===== config.mk =====
export PLATFORM = sky130hd
export DESIGN_NAME = urx_receiver_flat
export DESIGN_NICKNAME = d
export VERILOG_FILES = /design/src/include/urx_pkg.sv /design/src/include/urx_if.sv /design/src/rtl/urx_receiver.sv /design/src/flat_wrapper.sv
export SDC_FILE = /design/constraint.sdc
export NUM_CORES = 1
export LEC_CHECK = 0
export BUFFER_PORTS_ARGS = -buffer_cell sky130_fd_sc_hd__buf_2
export CAP_MARGIN = 20
export CORE_MARGIN = 2
export CORE_UTILIZATION = 45
export CTS_CLUSTER_DIAMETER = 200
export DETAILED_ROUTE_END_ITERATION = 10
export PLACE_DENSITY = 0.67
export SLEW_MARGIN = 30
export SYNTH_ARGS = -nofsm -noshare
export SYNTH_HDL_FRONTEND = slang
export SYNTH_SLANG_ARGS = --single-unit

===== constraint.sdc =====
create_clock -name clk_sys -period 6 [get_ports clk_sys]
set_input_delay 1.2 -clock clk_sys [delete_from_list [all_inputs] [get_ports clk_sys]]
set_output_delay 1.2 -clock clk_sys [all_outputs]
set_load 0.01 [all_outputs]

===== src/include/urx_pkg.sv =====
// Package for the receive-side serial port block and its remote sender
// ==========================================================================
// Notes on behaviour
// - Each held character keeps its framing flag
// - Missing stop bit marks framing error
// - Framing flag read-only; pop advances it
// - Port disable clears flag; receive disable keeps
// - Framing error alone raises no interrupt
// - Reception continues after framing error
// - All-bad FIFO keeps flag set on reads
// - Software reads framing flag before data
// - Two-deep FIFO; third character sets overrun
// - Overrun blocks new characters, old readable
// - Overrun cleared only by disabling receive/port
// - Nine-bit mode shifts nine data bits
// - Ninth bit of oldest shown; read first
// - Address detect works with nine-bit mode
// - Address mode with nine-bit mode keeps only ninth-bit-set characters; in eight-bit mode it keeps all
// - Software drops address mode after match
package urx_pkg;
   // ======================================================================
   // Timing
   localparam int unsigned URX_CLK_MHZ = 250;
   localparam logic [15:0] URX_BIT_CYC = 16'h0010; // Cycles per bit
   localparam logic [15:0] URX_HALF_CYC = 16'h0008;
   localparam int unsigned URX_FIFO_DEPTH = 2;
   // ======================================================================
   // APB register offsets
   localparam logic [7:0] URX_CTRL_OFS = 8'h00;
   localparam logic [7:0] URX_STAT_OFS = 8'h04;
   localparam logic [7:0] URX_DATA_OFS = 8'h08;
   localparam logic [7:0] URX_IRQ_OFS = 8'h0C;
   localparam logic [7:0] URX_MASK_OFS = 8'h10;
   localparam logic [7:0] URX_TXD_OFS = 8'h14;
   // Control bit positions
   localparam int unsigned URX_PORT_EN_BIT = 0;
   localparam int unsigned URX_RX_EN_BIT = 1;
   localparam int unsigned URX_NINE_EN_BIT = 2;
   localparam int unsigned URX_ADDR_EN_BIT = 3;
   // Status bit positions
   localparam int unsigned URX_R9D_BIT = 0;
   localparam int unsigned URX_OVR_BIT = 1;
   localparam int unsigned URX_FRM_BIT = 2;
   localparam int unsigned URX_AVAIL_BIT = 3;
   localparam int unsigned URX_CNT_LSB = 4;
   // Interrupt status bits
   localparam int unsigned URX_EV_RX = 0;
   localparam int unsigned URX_EV_OVR = 1;
   localparam logic [3:0] URX_CTRL_RST = 4'h0;
   localparam logic [1:0] URX_MASK_RST = 2'h0;
   typedef enum logic [1:0] {
      URX_IDLE = 2'b00,
      URX_START = 2'b01,
      URX_DATA = 2'b10,
      URX_STOP = 2'b11
   } urx_state_e;
endpackage


===== src/include/urx_if.sv =====
// Serial line between remote sender and receiver
`timescale 1ns/1ps
`default_nettype none
interface urx_if;
   logic line; // Idle high
   modport sender (output line);
   modport receiver (input line);
endinterface
`default_nettype wire


===== src/rtl/urx_receiver.sv =====
// Receiver with two-deep FIFO, error flags, address detection and APB
`timescale 1ns/1ps
`default_nettype none
module urx_receiver
   import urx_pkg::*;
(
   input wire logic clk_sys,
   input wire logic nrst,
   urx_if.receiver link,
   input wire logic psel,
   input wire logic penable,
   input wire logic pwrite,
   input wire logic [7:0] paddr,
   input wire logic [31:0] pwdata,
   output logic [31:0] prdata,
   output logic pready,
   output logic pslverr,
   output logic irq
);
   import urx_pkg::*;

   typedef struct packed {
      logic sync1;
      logic sync2;
      urx_state_e st;
      logic [15:0] cnt;
      logic [3:0] bitIdx;
      logic [8:0] shift;
      logic [1:0][9:0] fifo; // {framing_error_flag, ninth, data}
      logic rdPtr;
      logic [1:0] level;
      logic overrun;
      logic popArm; // DATA read seen in setup, pop armed
      logic [3:0] ctrl;
      logic [1:0] irqStat;
      logic [1:0] irqMask;
      logic [31:0] rdata;
   } urx_reg_s;

   urx_reg_s q, d;
   logic acc, wr, rd;
   logic portEn, rxEn, nine;
   logic notEmpty;
   logic [3:0] nBits;
   logic done, stopOk, keep, pop, push;
   logic [1:0] evSet;
   logic [9:0] top;

   assign acc = psel & penable;
   assign wr = acc & pwrite;
   // Reads are captured in the setup cycle, so the word stands on prdata
   // from a flip-flop through the access cycle; with pready tied high the
   // master takes it at the end of that cycle
   assign rd = psel & ~penable & ~pwrite;
   assign pready = 1'b1;
   assign pslverr = 1'b0;
   assign prdata = q.rdata;
   assign irq = |(q.irqStat & q.irqMask);
   assign portEn = q.ctrl[URX_PORT_EN_BIT];
   assign rxEn = q.ctrl[URX_RX_EN_BIT];
   assign nine = q.ctrl[URX_NINE_EN_BIT];
   assign nBits = nine ? 4'h9 : 4'h8;
   assign top = q.fifo[q.rdPtr];
   assign notEmpty = q.level != 2'd0;

   always_comb begin
      d = q;
      done = 1'b0;
      stopOk = 1'b0;
      // ====================================================================
      // Input synchroniser
      d.sync1 = link.line;
      d.sync2 = q.sync1;
      // ====================================================================
      // Bit sampling; runs only while the port and receive are enabled
      if (!(portEn && rxEn)) begin
         d.st = URX_IDLE;
         d.cnt = 16'h0000;
      end else begin
         case (q.st)
            URX_IDLE: begin
               if (!q.sync2) begin
                  d.st = URX_START;
                  d.cnt = URX_HALF_CYC;
               end
            end
            URX_START: begin
               if (q.cnt == 16'h0001) begin
                  // False start glitches are dropped
                  d.st = q.sync2 ? URX_IDLE : URX_DATA;
                  d.cnt = URX_BIT_CYC;
                  d.bitIdx = 4'h0;
               end else begin
                  d.cnt = q.cnt - 16'h0001;
               end
            end
            URX_DATA: begin
               if (q.cnt == 16'h0001) begin
                  d.cnt = URX_BIT_CYC;
                  // LSB first; eight-bit characters end up left aligned in shift[8:1]
                  d.shift = {q.sync2, q.shift[8:1]};
                  d.bitIdx = q.bitIdx + 4'h1;
                  if (q.bitIdx == nBits - 4'h1) begin
                     d.st = URX_STOP;
                  end
               end else begin
                  d.cnt = q.cnt - 16'h0001;
               end
            end
            URX_STOP: begin
               if (q.cnt == 16'h0001) begin
                  done = 1'b1;
                  stopOk = q.sync2;
                  d.st = URX_IDLE;
               end else begin
                  d.cnt = q.cnt - 16'h0001;
               end
            end
            default: d.st = URX_IDLE;
         endcase
      end
      // ====================================================================
      // Character placement
      keep = done && (!q.ctrl[URX_ADDR_EN_BIT] || !nine
             || q.shift[8]);
      // The pop was armed in the setup cycle, so the entry that leaves is
      // the one whose word stands on prdata in this access cycle
      pop = acc && !pwrite && q.popArm && notEmpty;
      push = keep && !q.overrun && (q.level != 2'd2 || pop);
      evSet = 2'b00;
      // Overrun: a whole third character with both slots full, no pop
      if (keep && !q.overrun && q.level == 2'd2 && !pop) begin
         d.overrun = 1'b1;
         evSet[URX_EV_OVR] = 1'b1;
      end
      if (push) begin
         // framing flag stored beside the character. The free slot
         // follows the oldest; with both full and a pop in the same
         // cycle it is the oldest slot itself, which is leaving
         d.fifo[q.rdPtr ^ q.level[0]] = {!stopOk,
            (nine ? q.shift[8] : 1'b0), (nine ? q.shift[7:0] : q.shift[8:1])};
         evSet[URX_EV_RX] = 1'b1;
      end
      if (pop) begin
         d.rdPtr = ~q.rdPtr;
      end
      d.level = q.level + {1'b0, push} - {1'b0, pop};
      // overrun leaves only with receive or port disable
      if (!rxEn || !portEn) begin
         d.overrun = 1'b0;
      end
      // port disable empties FIFO, so framing flag reads clear
      if (!portEn) begin
         d.level = 2'd0;
         d.rdPtr = 1'b0;
         d.fifo = '0;
      end
      // ====================================================================
      // Registers
      d.rdata = 32'h0000_0000;
      d.popArm = 1'b0;
      if (wr) begin
         case (paddr)
            URX_CTRL_OFS: d.ctrl = pwdata[3:0];
            URX_IRQ_OFS: d.irqStat = q.irqStat & ~pwdata[1:0];
            URX_MASK_OFS: d.irqMask = pwdata[1:0];
            default: ;
         endcase
      end
      d.irqStat = d.irqStat | evSet; // Set wins over clear
      if (rd) begin
         case (paddr)
            URX_CTRL_OFS: d.rdata[3:0] = q.ctrl;
            URX_STAT_OFS: begin
               d.rdata[URX_R9D_BIT] = top[8] & notEmpty;
               d.rdata[URX_OVR_BIT] = q.overrun;
               d.rdata[URX_FRM_BIT] = top[9] & notEmpty;
               d.rdata[URX_AVAIL_BIT] = notEmpty;
               d.rdata[URX_CNT_LSB +: 2] = q.level;
            end
            URX_DATA_OFS: begin
               // An empty store reads zero and arms no pop
               if (notEmpty) begin
                  d.rdata[7:0] = top[7:0];
               end
               d.popArm = notEmpty;
            end
            URX_IRQ_OFS: d.rdata[1:0] = q.irqStat;
            URX_MASK_OFS: d.rdata[1:0] = q.irqMask;
            default: ;
         endcase
      end
   end

   always_ff @(posedge clk_sys or negedge nrst) begin
      if (!nrst) begin
         q <= '0;
         // Line idles high; a low reset value would fake a start bit
         q.sync1 <= 1'b1;
         q.sync2 <= 1'b1;
         q.st <= URX_IDLE;
         q.ctrl <= URX_CTRL_RST;
         q.irqMask <= URX_MASK_RST;
      end else begin
         q <= d;
      end
   end
endmodule
`default_nettype wire


===== src/flat_wrapper.sv =====
// flat-port wrapper written by rule: the top's interface ports become plain ports
module urx_receiver_flat import urx_pkg::*;
  (clk_sys, nrst, psel, penable, pwrite, paddr, pwdata, prdata, pready, pslverr, irq, link_line);
  urx_if link_i ();
  input wire logic clk_sys;
  input wire logic nrst;
  input wire logic psel;
  input wire logic penable;
  input wire logic pwrite;
  input wire logic [7:0] paddr;
  input wire logic [31:0] pwdata;
  output logic [31:0] prdata;
  output logic pready;
  output logic pslverr;
  output logic irq;
  input wire logic [$bits(link_i.line)-1:0] link_line;
  assign link_i.line = link_line;
  urx_receiver u_core (.clk_sys(clk_sys), .nrst(nrst), .link(link_i), .psel(psel), .penable(penable), .pwrite(pwrite), .paddr(paddr), .pwdata(pwdata), .prdata(prdata), .pready(pready), .pslverr(pslverr), .irq(irq));
endmodule

==> run_results.csv, run 1 <==
group,metric,value,unit
synth,ys_types,66,
power_and_ir_drop,peakVddDrop,0.0990,mV
synth,synth_xor_xnor_area_share,0.00800,
setup_path,reg2reg_slack,3200,ps
synth,ys_ff_latch,74,
synth,synthFlopType,"dfrtp_1",
setup_path,start_kind,"input pin",
placement,place_hpwl,6140,microns
global_route,track_usage,0.181,
route,drc,0,
route,vias_per_cell,5.45,
placement,dp_slack,2490,ps
cells_and_area,area_delta_synth_final,6.14,%
setup_path,critPathMaxFanout,10,
synth,syn_inst,432,
route,wl_met2,3990,microns
synth,synth_area_leaders,"dfrtp_1, mux2_2, buf_4, mux2i_1, nor2b_1",
die,die_area,0.0105,sq mm
cts,clk_latency,360,ps
synth,synth_top_family_by_area,"simple AND/OR/NAND/NOR gates",
sta,setup_viol,0,
sta,tightest_slew,867,ps
cts,cts_setup_buffers,0,
placement,gp_congestion,0.801,
flow_run,drv_cap,0,
setup_path,crit_end,"u_core.q[56]$_DFFE_PN0P_",
setup_path,reg2reg_depth,5,
route,dr.pass1.iters,4,
cells_and_area,final_cell_area,0.00465,sq mm
route,top_layer_used,"met4",
cells_and_area,final_util,0.498,
synth,ys_seq_area_frac,0.424,
sta,fin_ws,2900,ps
synth,syn_avg_cell_area,10.1,sq um
sta,fin_crit,3100,ps
global_route,grt_pass1_wl,14800,microns
cells_and_area,diodes,0,
synth,synth_compound_area_frac,0.119,
sta,fin_setup_tns,0,ps
power_and_ir_drop,p_leak,2.27,nW
sta,fin_crit_sh,0.517,
sta,fmax,323,MHz
setup_path,cp_slowest_stage_delay,760,ps
cts,clk_pin_slew,80,ps
cts,cts_max_level,3,
sta,timing.final.max_slew_violations,0,
route,ant_nets,0,
synth,synth-edff-count,0,
cts,cts_tree,"done",
cells_and_area,final_common_cell,"dfrtp_1",
synth,synthDominantCellAreaShare,0.412,
sta,rsz0062_at_grt,"false",
global_route,grt_pass1_vias,3058,
setup_path,crit_top_cell,"nand4b_1",
synth,yosys_warnings,0,
setup_path,startpoint,"pwrite",
cts,ctsResizeCount,0,
route,met1_length,4230,microns
global_route,antenna_found_initial,0,
die,core,0.00933,sq mm
route,met3_length,430,microns
cts,numClockSinks,74,
sta,slew_headroom,0.418,
synth,synthAdderAreaFrac,0.0257,
cts,cts-root-buf,"clkbuf_8",
route,post_drt_wl_per_cell,15.2,microns
global_route,grt_max_degree,75,
die,rows,35,
hold_path,min-delay-path-class,"reg2reg",
cts,cts_hold_buf,0,
synth,synth_area,0.00438,sq mm
synth,synthMuxAreaShare,0.131,
die,start_util,0.469,
setup_path,worstSetupPathType,"in2reg",
setup_path,reg2reg_to,"u_core.q[56]$_DFFE_PN0P_",
cells_and_area,layout_common_cells,"dfrtp_1, nand2_1, mux2_2",
placement,dpl_cell_area,0.00443,sq mm
setup_path,cp-end-kind,"flop",
die,io_pins,81,
sta,hold_ws,359,ps
placement,io_buffer_count,26,
die,fp.dieH,103,microns
cells_and_area,drive_gt1_frac,0.194,
setup_path,r2r-start,"u_core.portEn$_DFFE_PN0P_",
run_status,outcome,"completed",
setup_path,cp.arrival,3340,ps
route,vias,3150,
cts,cts_buffer_depth,2,
sta,finClkSkew,9.93,ps
setup_path,cp_slowest_cell,"nand4b_1",
setup_path,path_cells,"buf_2, nand4b_1, a2111oi_1, nand4b_1, mux2i_1, nor2b_1",
synth,synthArstFlopShare,1.00,
setup_path,worstPathRequired,6240,ps
sta,hold_viol,0,
global_route,grt.overflow.total,0,
cts,cts_buffers,9,
route,drt_iter0_drc,193,
synth,yosysTopAreaCell,"dfrtp_1",
die,die_w,103,microns
cells_and_area,nets,499,
route,wirelength,8790,microns
synth,synth-simple-area-share,0.200,
power_and_ir_drop,powerDensity,208,mW/mm^2
==> power breakdown <==
| part | total [mW] | internal, mW | switching (mW) | leakage, nW |
|---|---|---|---|---|
| clock network | 0.429 | 0.236 | 0.193 | 0.107 |
| registers | 0.503 | 0.500 | 0.00238 | 1.02 |
| logic | 0.0350 | 0.00872 | 0.0263 | 1.14 |
==> worst max-delay path, delay by kind of cell <==
family | cells | cell delay (ps)
buffers and inverters | 1 | 110
muxes | 1 | 370
and+or+nand+nor | 3 | 1080
AOI/OAI and AO/OA | 1 | 570
==> synthesized netlist by cell type (all sizes together) (10+ instances only) <==
cell type  instances
dfrtp             72
buf               41
nand2             31
mux2              28
mux2i             26
nor2b             22
o21ai             20
nor2              19
a21oi             18
inv               16
nor4              11
nand3             10
or3               10
==> layer usage <==
layer  global-route usage  vias to the layer above
met5                    0                        -
met2                0.269                       93
met1                0.261                     1525
li1                     -                     1519
met4               0.0667                        0
met3               0.0366                       13
==> registers in the layout, indices dropped and copies added, names as in the netlist <==
signal,flops
u_core.q,63
u_core.prdata,8
u_core.d,1
u_core.nine,1
u_core.portEn,1
==> how the worst min path moves through the flow <==
stage,startpoint,endpoint,slack [ps],cells past startpoint
4_1_cts,u_core.d[96]$_DFF_PN1_,u_core.q[96]$_DFF_PN1_,360,0
2_1_floorplan,u_core.d[96]$_DFF_PN1_,u_core.q[96]$_DFF_PN1_,350,0
3_5_place_dp,u_core.d[96]$_DFF_PN1_,u_core.q[96]$_DFF_PN1_,350,0
3_3_place_gp,u_core.d[96]$_DFF_PN1_,u_core.q[96]$_DFF_PN1_,350,0
5_1_grt,u_core.d[96]$_DFF_PN1_,u_core.q[96]$_DFF_PN1_,370,0
6_report,u_core.d[96]$_DFF_PN1_,u_core.q[96]$_DFF_PN1_,360,0
==> final cells by class <==
class                           instances  area, sq um
Clock inverter                          6         90.1
Clock buffer                           10          128
Inverter                               16         60.1
Multi-Input combinational cell        317         2220
Fill cell                             858         4680
Tap cell                              129          161
Timing Repair Buffer                   26          136
Sequential cell                        74         1850
==> cells by family after synthesis <==
kind of cell / Yosys count
AND/OR/NAND/NOR: 145
AO/OA/AOI/OAI: 79
flip-flops: 74
buffers and inverters: 65
multiplexers: 54
adder cells (fa/ha/maj): 9
XOR/XNOR: 4
other: 2
==> through the flow <==
| stage | std cells | total power [mW] |
|---|---|---|
| finish | 578 | 0.966 |
| global route | 578 | 1.01 |
| CTS | 578 | 0.978 |
| detailed placement | 562 | 0.548 |
| global placement | 562 | 0.547 |
| floorplan | 456 | 0.540 |
No activity file was read; power rests on OpenSTA's default activity.
==> inputs of run 2 (changes only) <==
==> constraint.sdc (replaced) <==
create_clock -name clk_sys -period 2.9 [get_ports clk_sys]
set_input_delay 0.58 -clock clk_sys [delete_from_list [all_inputs] [get_ports clk_sys]]
set_output_delay 0.58 -clock clk_sys [all_outputs]
set_load 0.01 [all_outputs]
==> run 2 against run 1 <==
Compared with the run above: power rose by 110%; sequential share of layout area fell by 0.45 points; combinational power rose by 110%; setup slack got worse by 2600 ps; wire length rose by 0.28%; global-route usage fell by 0.36 points; sequential power rose by 110%; design area rose by 1.1%; cell count rose by 1.2%; clock skew fell by 2.2 ps; clock-buffer cell count did not move; critical path type is now reg2reg; largest cell class unchanged.
==> run_results.csv, run 2 (same netlist as run 1, synthesis figures left out) <==
group,metric,value,unit
run_status,outcome,"completed",
setup_path,cp_top_family,"simple AND/OR/NAND/NOR gates",
cts,cts_max_level,3,
route,drt_iter0_drc,178,
sta,slew_headroom,0.498,
cts,clk_pin_slew,80,ps
setup_path,start_kind,"flop",
cells_and_area,largest_reg_flops,63,
sta,fin_crit_sh,0.897,
setup_path,crit_buf_inv,0,
sta,fmax,384,MHz
global_route,track_usage,0.177,
placement,gp_congestion,0.809,
die,core,0.00933,sq mm
flow_run,drv_cap,0,
sta,rsz0062_at_grt,"false",
cells_and_area,drive_gt1_frac,0.206,
die,fp.dieH,103,microns
setup_path,crit_top_cell,"xnor2_1",
power_and_ir_drop,peakVddDrop,0.280,mV
cts,ctsResizeCount,0,
route,vias_per_cell,5.45,
power_and_ir_drop,powerDensity,427,mW/mm^2
sta,hold_viol,0,
setup_path,critPathMaxFanout,9,
global_route,grt.overflow.total,0,
cts,cts_tree,"done",
cells_and_area,area_delta_synth_final,7.35,%
route,vias,3188,
global_route,grt_util_met1,0.255,
sta,tightest_slew,748,ps
sta,fin_setup_tns,0,ps
die,rows,35,
setup_path,path_cells,"nor4_2, and2_2, nand2_1, nor4_1, ha_1, xnor2_1, xnor2_1, and2_1",
global_route,use_met2,0.267,
sta,timing.final.max_slew_violations,0,
route,drc,0,
sta,finClkSkew,7.75,ps
global_route,top_usage_layer,"met2",
setup_path,cp_slowest_stage_delay,450,ps
power_and_ir_drop,finalPower,2.01,mW
cts,cts_hold_buf,0,
route,post_drt_wl_per_cell,15.1,microns
cells_and_area,layout_common_cells,"dfrtp_1, nand2_1, mux2_2",
cts,cts_buffer_depth,2,
die,die_w,103,microns
cells_and_area,regMostFlops,"u_core.q",
power_and_ir_drop,p_leak,2.30,nW
global_route,met3_usage,0.0332,
setup_path,cp.arrival,2840,ps
cells_and_area,final_common_cell,"dfrtp_1",
die,start_util,0.469,
cts,cts_setup_buffers,0,
global_route,antenna_found_initial,0,
global_route,grt_pass1_wl,14600,microns
sta,fin_crit,2600,ps
cts,cts_buffers,9,
cts,clk_latency,350,ps
setup_path,worstPathRequired,3140,ps
placement,place_hpwl,6220,microns
sta,setup_viol,0,
global_route,grt_max_degree,75,
cells_and_area,diodes,0,
cells_and_area,nets,506,
cts,numClockSinks,74,
setup_path,cp_slowest_cell,"nor4_1",
placement,io_buffer_count,26,
route,wirelength,8820,microns
global_route,grt_pass1_vias,3010,
cts,cts-root-buf,"clkbuf_8",
hold_path,min-delay-path-class,"in2async",
setup_path,cp-end-kind,"flop",
route,dr.pass1.iters,4,
die,io_pins,81,
setup_path,worstSetupPathType,"reg2reg",
route,ant_nets,0,
cells_and_area,n_fill_cell,865,
die,die_area,0.0105,sq mm
run 2: changes by cell type in the layout (fill, tap and decap cells not counted):
cell / before / now
buf_4: 0 / 7
run 2: worst paths after layout:
kind                                          startpoint                  endpoint  slack (ps)  cells past startpoint
worst min register to register    u_core.d[96]$_DFF_PN1_    u_core.q[96]$_DFF_PN1_         360                      0
worst min-delay path                                nrst  u_core.q[77]$_DFFE_PN0P_         240                      1
worst max-delay path            u_core.q[86]$_DFFE_PN0P_    u_core.q[43]$_DFF_PN0_         300                      8
worst max register to register  u_core.q[86]$_DFFE_PN0P_    u_core.q[43]$_DFF_PN0_         300                      8
min in group clk_sys                           link_line    u_core.d[96]$_DFF_PN1_         320                      1
max in group asynchronous                           nrst  u_core.q[86]$_DFFE_PN0P_        2180                      1
run 2: final cells by class:
| cell class | instances | area (sq um) | share of cell area |
|---|---|---|---|
| multi-input cells | 317 | 2220 | 0.472 |
| inverters | 16 | 60.1 | 0.0128 |
| flip-flops and latches | 74 | 1850 | 0.395 |
| repair buffers | 33 | 189 | 0.0402 |
| clock inverters | 6 | 90.1 | 0.0192 |
| well taps | 129 | 161 | 0.0343 |
| clock buffers | 10 | 128 | 0.0272 |
run 2: worst reg2reg max path, stage by stage (launching register included):
cell and delay [ps]:
dfrtp_1 420, nor4_2 430, and2_2 340, nand2_1 250
nor4_1 450, ha_1 240, xnor2_1 140, xnor2_1 80
and2_1 160
run 2: power by group:
part / switching, mW / internal (mW) / leakage, nW
Sequential: 0.00424 / 1.03 / 1.02
Combinational: 0.0557 / 0.0183 / 1.17
Clock: 0.405 / 0.488 / 0.107
Total: 0.465 / 1.54 / 2.30
run 2: stage by stage:
stage          std cells  setup slack [ps]  hold WS, ps  instance area, sq um  utilization
2_1_floorplan        456               763          284                  4470            -
3_5_place_dp         569               303          347                  4480        0.480
3_3_place_gp         569               397          347                  4480        0.480
6_report             585               299          244                  4700        0.504
5_1_grt              585               114          307                  4700        0.504
4_1_cts              585               294          312                  4700        0.503
run 2: routing by layer:
layer | vias up | wire (microns)
li1 | 1535 | -
met1 | 1561 | 4330
met2 | 84 | 4010
met3 | 8 | 357
met4 | 0 | 119
met5 | - | 0
==> inputs of run 3 (changes only) <==
--- a/config.mk
+++ b/config.mk
@@ -11,7 +11,7 @@
 export CORE_UTILIZATION = 45
 export CTS_CLUSTER_DIAMETER = 200
 export DETAILED_ROUTE_END_ITERATION = 10
-export PLACE_DENSITY = 0.67
+export PLACE_DENSITY_LB_ADDON = 0.08
 export SLEW_MARGIN = 30
 export SYNTH_ARGS = -nofsm -noshare
 export SYNTH_HDL_FRONTEND = slang
==> constraint.sdc (replaced) <==
create_clock -name clk_sys -period 2.9 [get_ports clk_sys]
set_input_delay 0.58 -clock clk_sys [delete_from_list [all_inputs] [get_ports clk_sys]]
set_output_delay 0.58 -clock clk_sys [all_outputs]
set_load 0.1 [all_outputs]
==> run 3 against run 2 <==
Compared with the run above: cell count increased by 0.68%; core utilization grew 0.42 points; largest power group unchanged; clock skew increased by 2.8 ps; setup slack improved by 230 ps; sequential cell count unchanged; sequential share of layout area decreased by 0.32 points; clock power increased by 2%; sequential power barely moved; highest routed layer unchanged; via count decreased by 1.7%; register-to-register slack improved by 230 ps; design area is 0.83% higher; first-iteration DRC count grew 5.6%; largest cell class unchanged.
==> run_results.csv, run 3 (same netlist as run 1, synthesis figures left out) <==
group,metric,value,unit
cts,cts-root-buf,"clkbuf_8",
setup_path,critPathMaxFanout,11,
cts,ctsResizeCount,0,
placement,dp_cells,573,
cells_and_area,area_delta_synth_final,8.23,%
run_status,outcome,"completed",
route,post_drt_wl_per_cell,15.5,microns
sta,finClkSkew,10.6,ps
global_route,met3_usage,0.0271,
sta,fmax,421,MHz
placement,place_hpwl,6340,microns
setup_path,worstPathRequired,3160,ps
die,die_area,0.0105,sq mm
setup_path,cp_slowest_cell,"dfrtp_1",
placement,io_buffer_count,26,
cells_and_area,drive_gt1_frac,0.215,
sta,fin_setup_tns,0,ps
die,core,0.00933,sq mm
sta,hold_viol,0,
route,drc,0,
die,die_w,103,microns
cts,cts_max_level,3,
cells_and_area,nets,510,
cts,cts_tree,"done",
power_and_ir_drop,p_leak,2.32,nW
sta,rsz0062_at_grt,"false",
setup_path,crit_top_cell,"a21oi_1",
route,vias,3134,
global_route,grt_pass1_vias,2974,
cts,cts_buffers,9,
cells_and_area,final_util,0.508,
die,io_pins,81,
placement,dpl_cell_area,0.00451,sq mm
sta,setup_viol,0,
global_route,grt_util_met1,0.283,
sta,fin_crit,2370,ps
cells_and_area,largest_reg_flops,63,
setup_path,path_cells,"inv_1, ha_1, nor3_1, or3_1, a21oi_1, a21oi_1, o22ai_1",
setup_path,worstSetupPathType,"reg2reg",
global_route,use_met2,0.271,
power_and_ir_drop,peakVddDrop,0.289,mV
cells_and_area,final_cell_area,0.00474,sq mm
die,start_util,0.469,
sta,tightest_slew,682,ps
flow_run,drv_cap,0,
global_route,grt_pass1_wl,15100,microns
sta,slew_headroom,0.546,
route,dr.pass1.iters,4,
global_route,top_usage_layer,"met1",
route,wirelength,9130,microns
power_and_ir_drop,powerDensity,455,mW/mm^2
setup_path,start_kind,"flop",
setup_path,cp-end-kind,"flop",
global_route,track_usage,0.186,
cts,cts_setup_buffers,0,
cells_and_area,layout_common_cells,"dfrtp_1, nand2_1, mux2_2",
global_route,antenna_found_initial,0,
route,ant_nets,0,
sta,fin_crit_sh,0.819,
setup_path,cp_slowest_stage_delay,440,ps
cells_and_area,final_common_cell,"dfrtp_1",
cts,clk_latency,350,ps
route,drt_iter0_drc,188,
route,vias_per_cell,5.32,
die,rows,35,
cts,clk_pin_slew,80,ps
setup_path,cp.arrival,2640,ps
sta,timing.final.max_slew_violations,0,
die,fp.dieH,103,microns
cells_and_area,diodes,0,
global_route,grt.overflow.total,0,
cells_and_area,finalNonFillerCells,589,
cts,numClockSinks,74,
cells_and_area,regMostFlops,"u_core.q",
cts,cts_hold_buf,0,
hold_path,min-delay-path-class,"in2async",
global_route,grt_max_degree,74,
cts,cts_buffer_depth,2,
placement,gp_congestion,0.801,
run 3: per-layer routing:
metal	share of wire	vias up
met3	0.034	14
li1	-	1545
met2	0.42	66
met1	0.53	1509
met4	0.015	0
met5	0	-
run 3: final cells by class:
cell class	count	area, sq um
Clock buffer	10	138
Clock inverter	6	88.8
Fill cell	887	4590
Inverter	16	60.1
Multi-Input combinational cell	317	2220
Sequential cell	74	1850
Tap cell	129	161
Timing Repair Buffer	37	219
run 3: through the flow:
step	setup WS, ps	hold slack, ps	power, mW
after detailed placement	578	349	1.27
final	525	223	2.16
after global routing	370	296	2.23
after CTS	556	321	2.19
after global placement	607	347	1.27
after floorplan	763	284	1.25
run 3: path summary, 6_finish.rpt:
check,from,depth (start not counted),end,slack (ps)
setup / recovery,u_core.q[94]$_DFFE_PN0P_,7,u_core.q[91]$_DFFE_PN0P_,530
hold / removal,nrst,1,u_core.q[87]$_DFFE_PN0P_,220
setup reg to reg,u_core.q[94]$_DFFE_PN0P_,7,u_core.q[91]$_DFFE_PN0P_,530
hold reg to reg,u_core.d[96]$_DFF_PN1_,0,u_core.q[96]$_DFF_PN1_,360
max in group asynchronous,nrst,2,u_core.q[96]$_DFF_PN1_,2020
min in group clk_sys,link_line,1,u_core.d[96]$_DFF_PN1_,330
run 3: worst max-delay path, delay by kind of cell, from the launching register on:
| family | cells | cell delay, ps |
|---|---|---|
| AO/OA/AOI/OAI | 3 | 730 |
| adder cells (fa/ha/maj) | 1 | 420 |
| buffers and inverters | 1 | 130 |
| flip-flops | 1 | 440 |
| AND/OR/NAND/NOR | 2 | 580 |
run 3: where the power goes:
group | switching (mW) | total [mW] | internal [mW]
combinational | 0.187 | 0.206 | 0.0191
sequential | 0.00404 | 1.04 | 1.03
clock | 0.402 | 0.911 | 0.509
total | 0.592 | 2.16 | 1.56
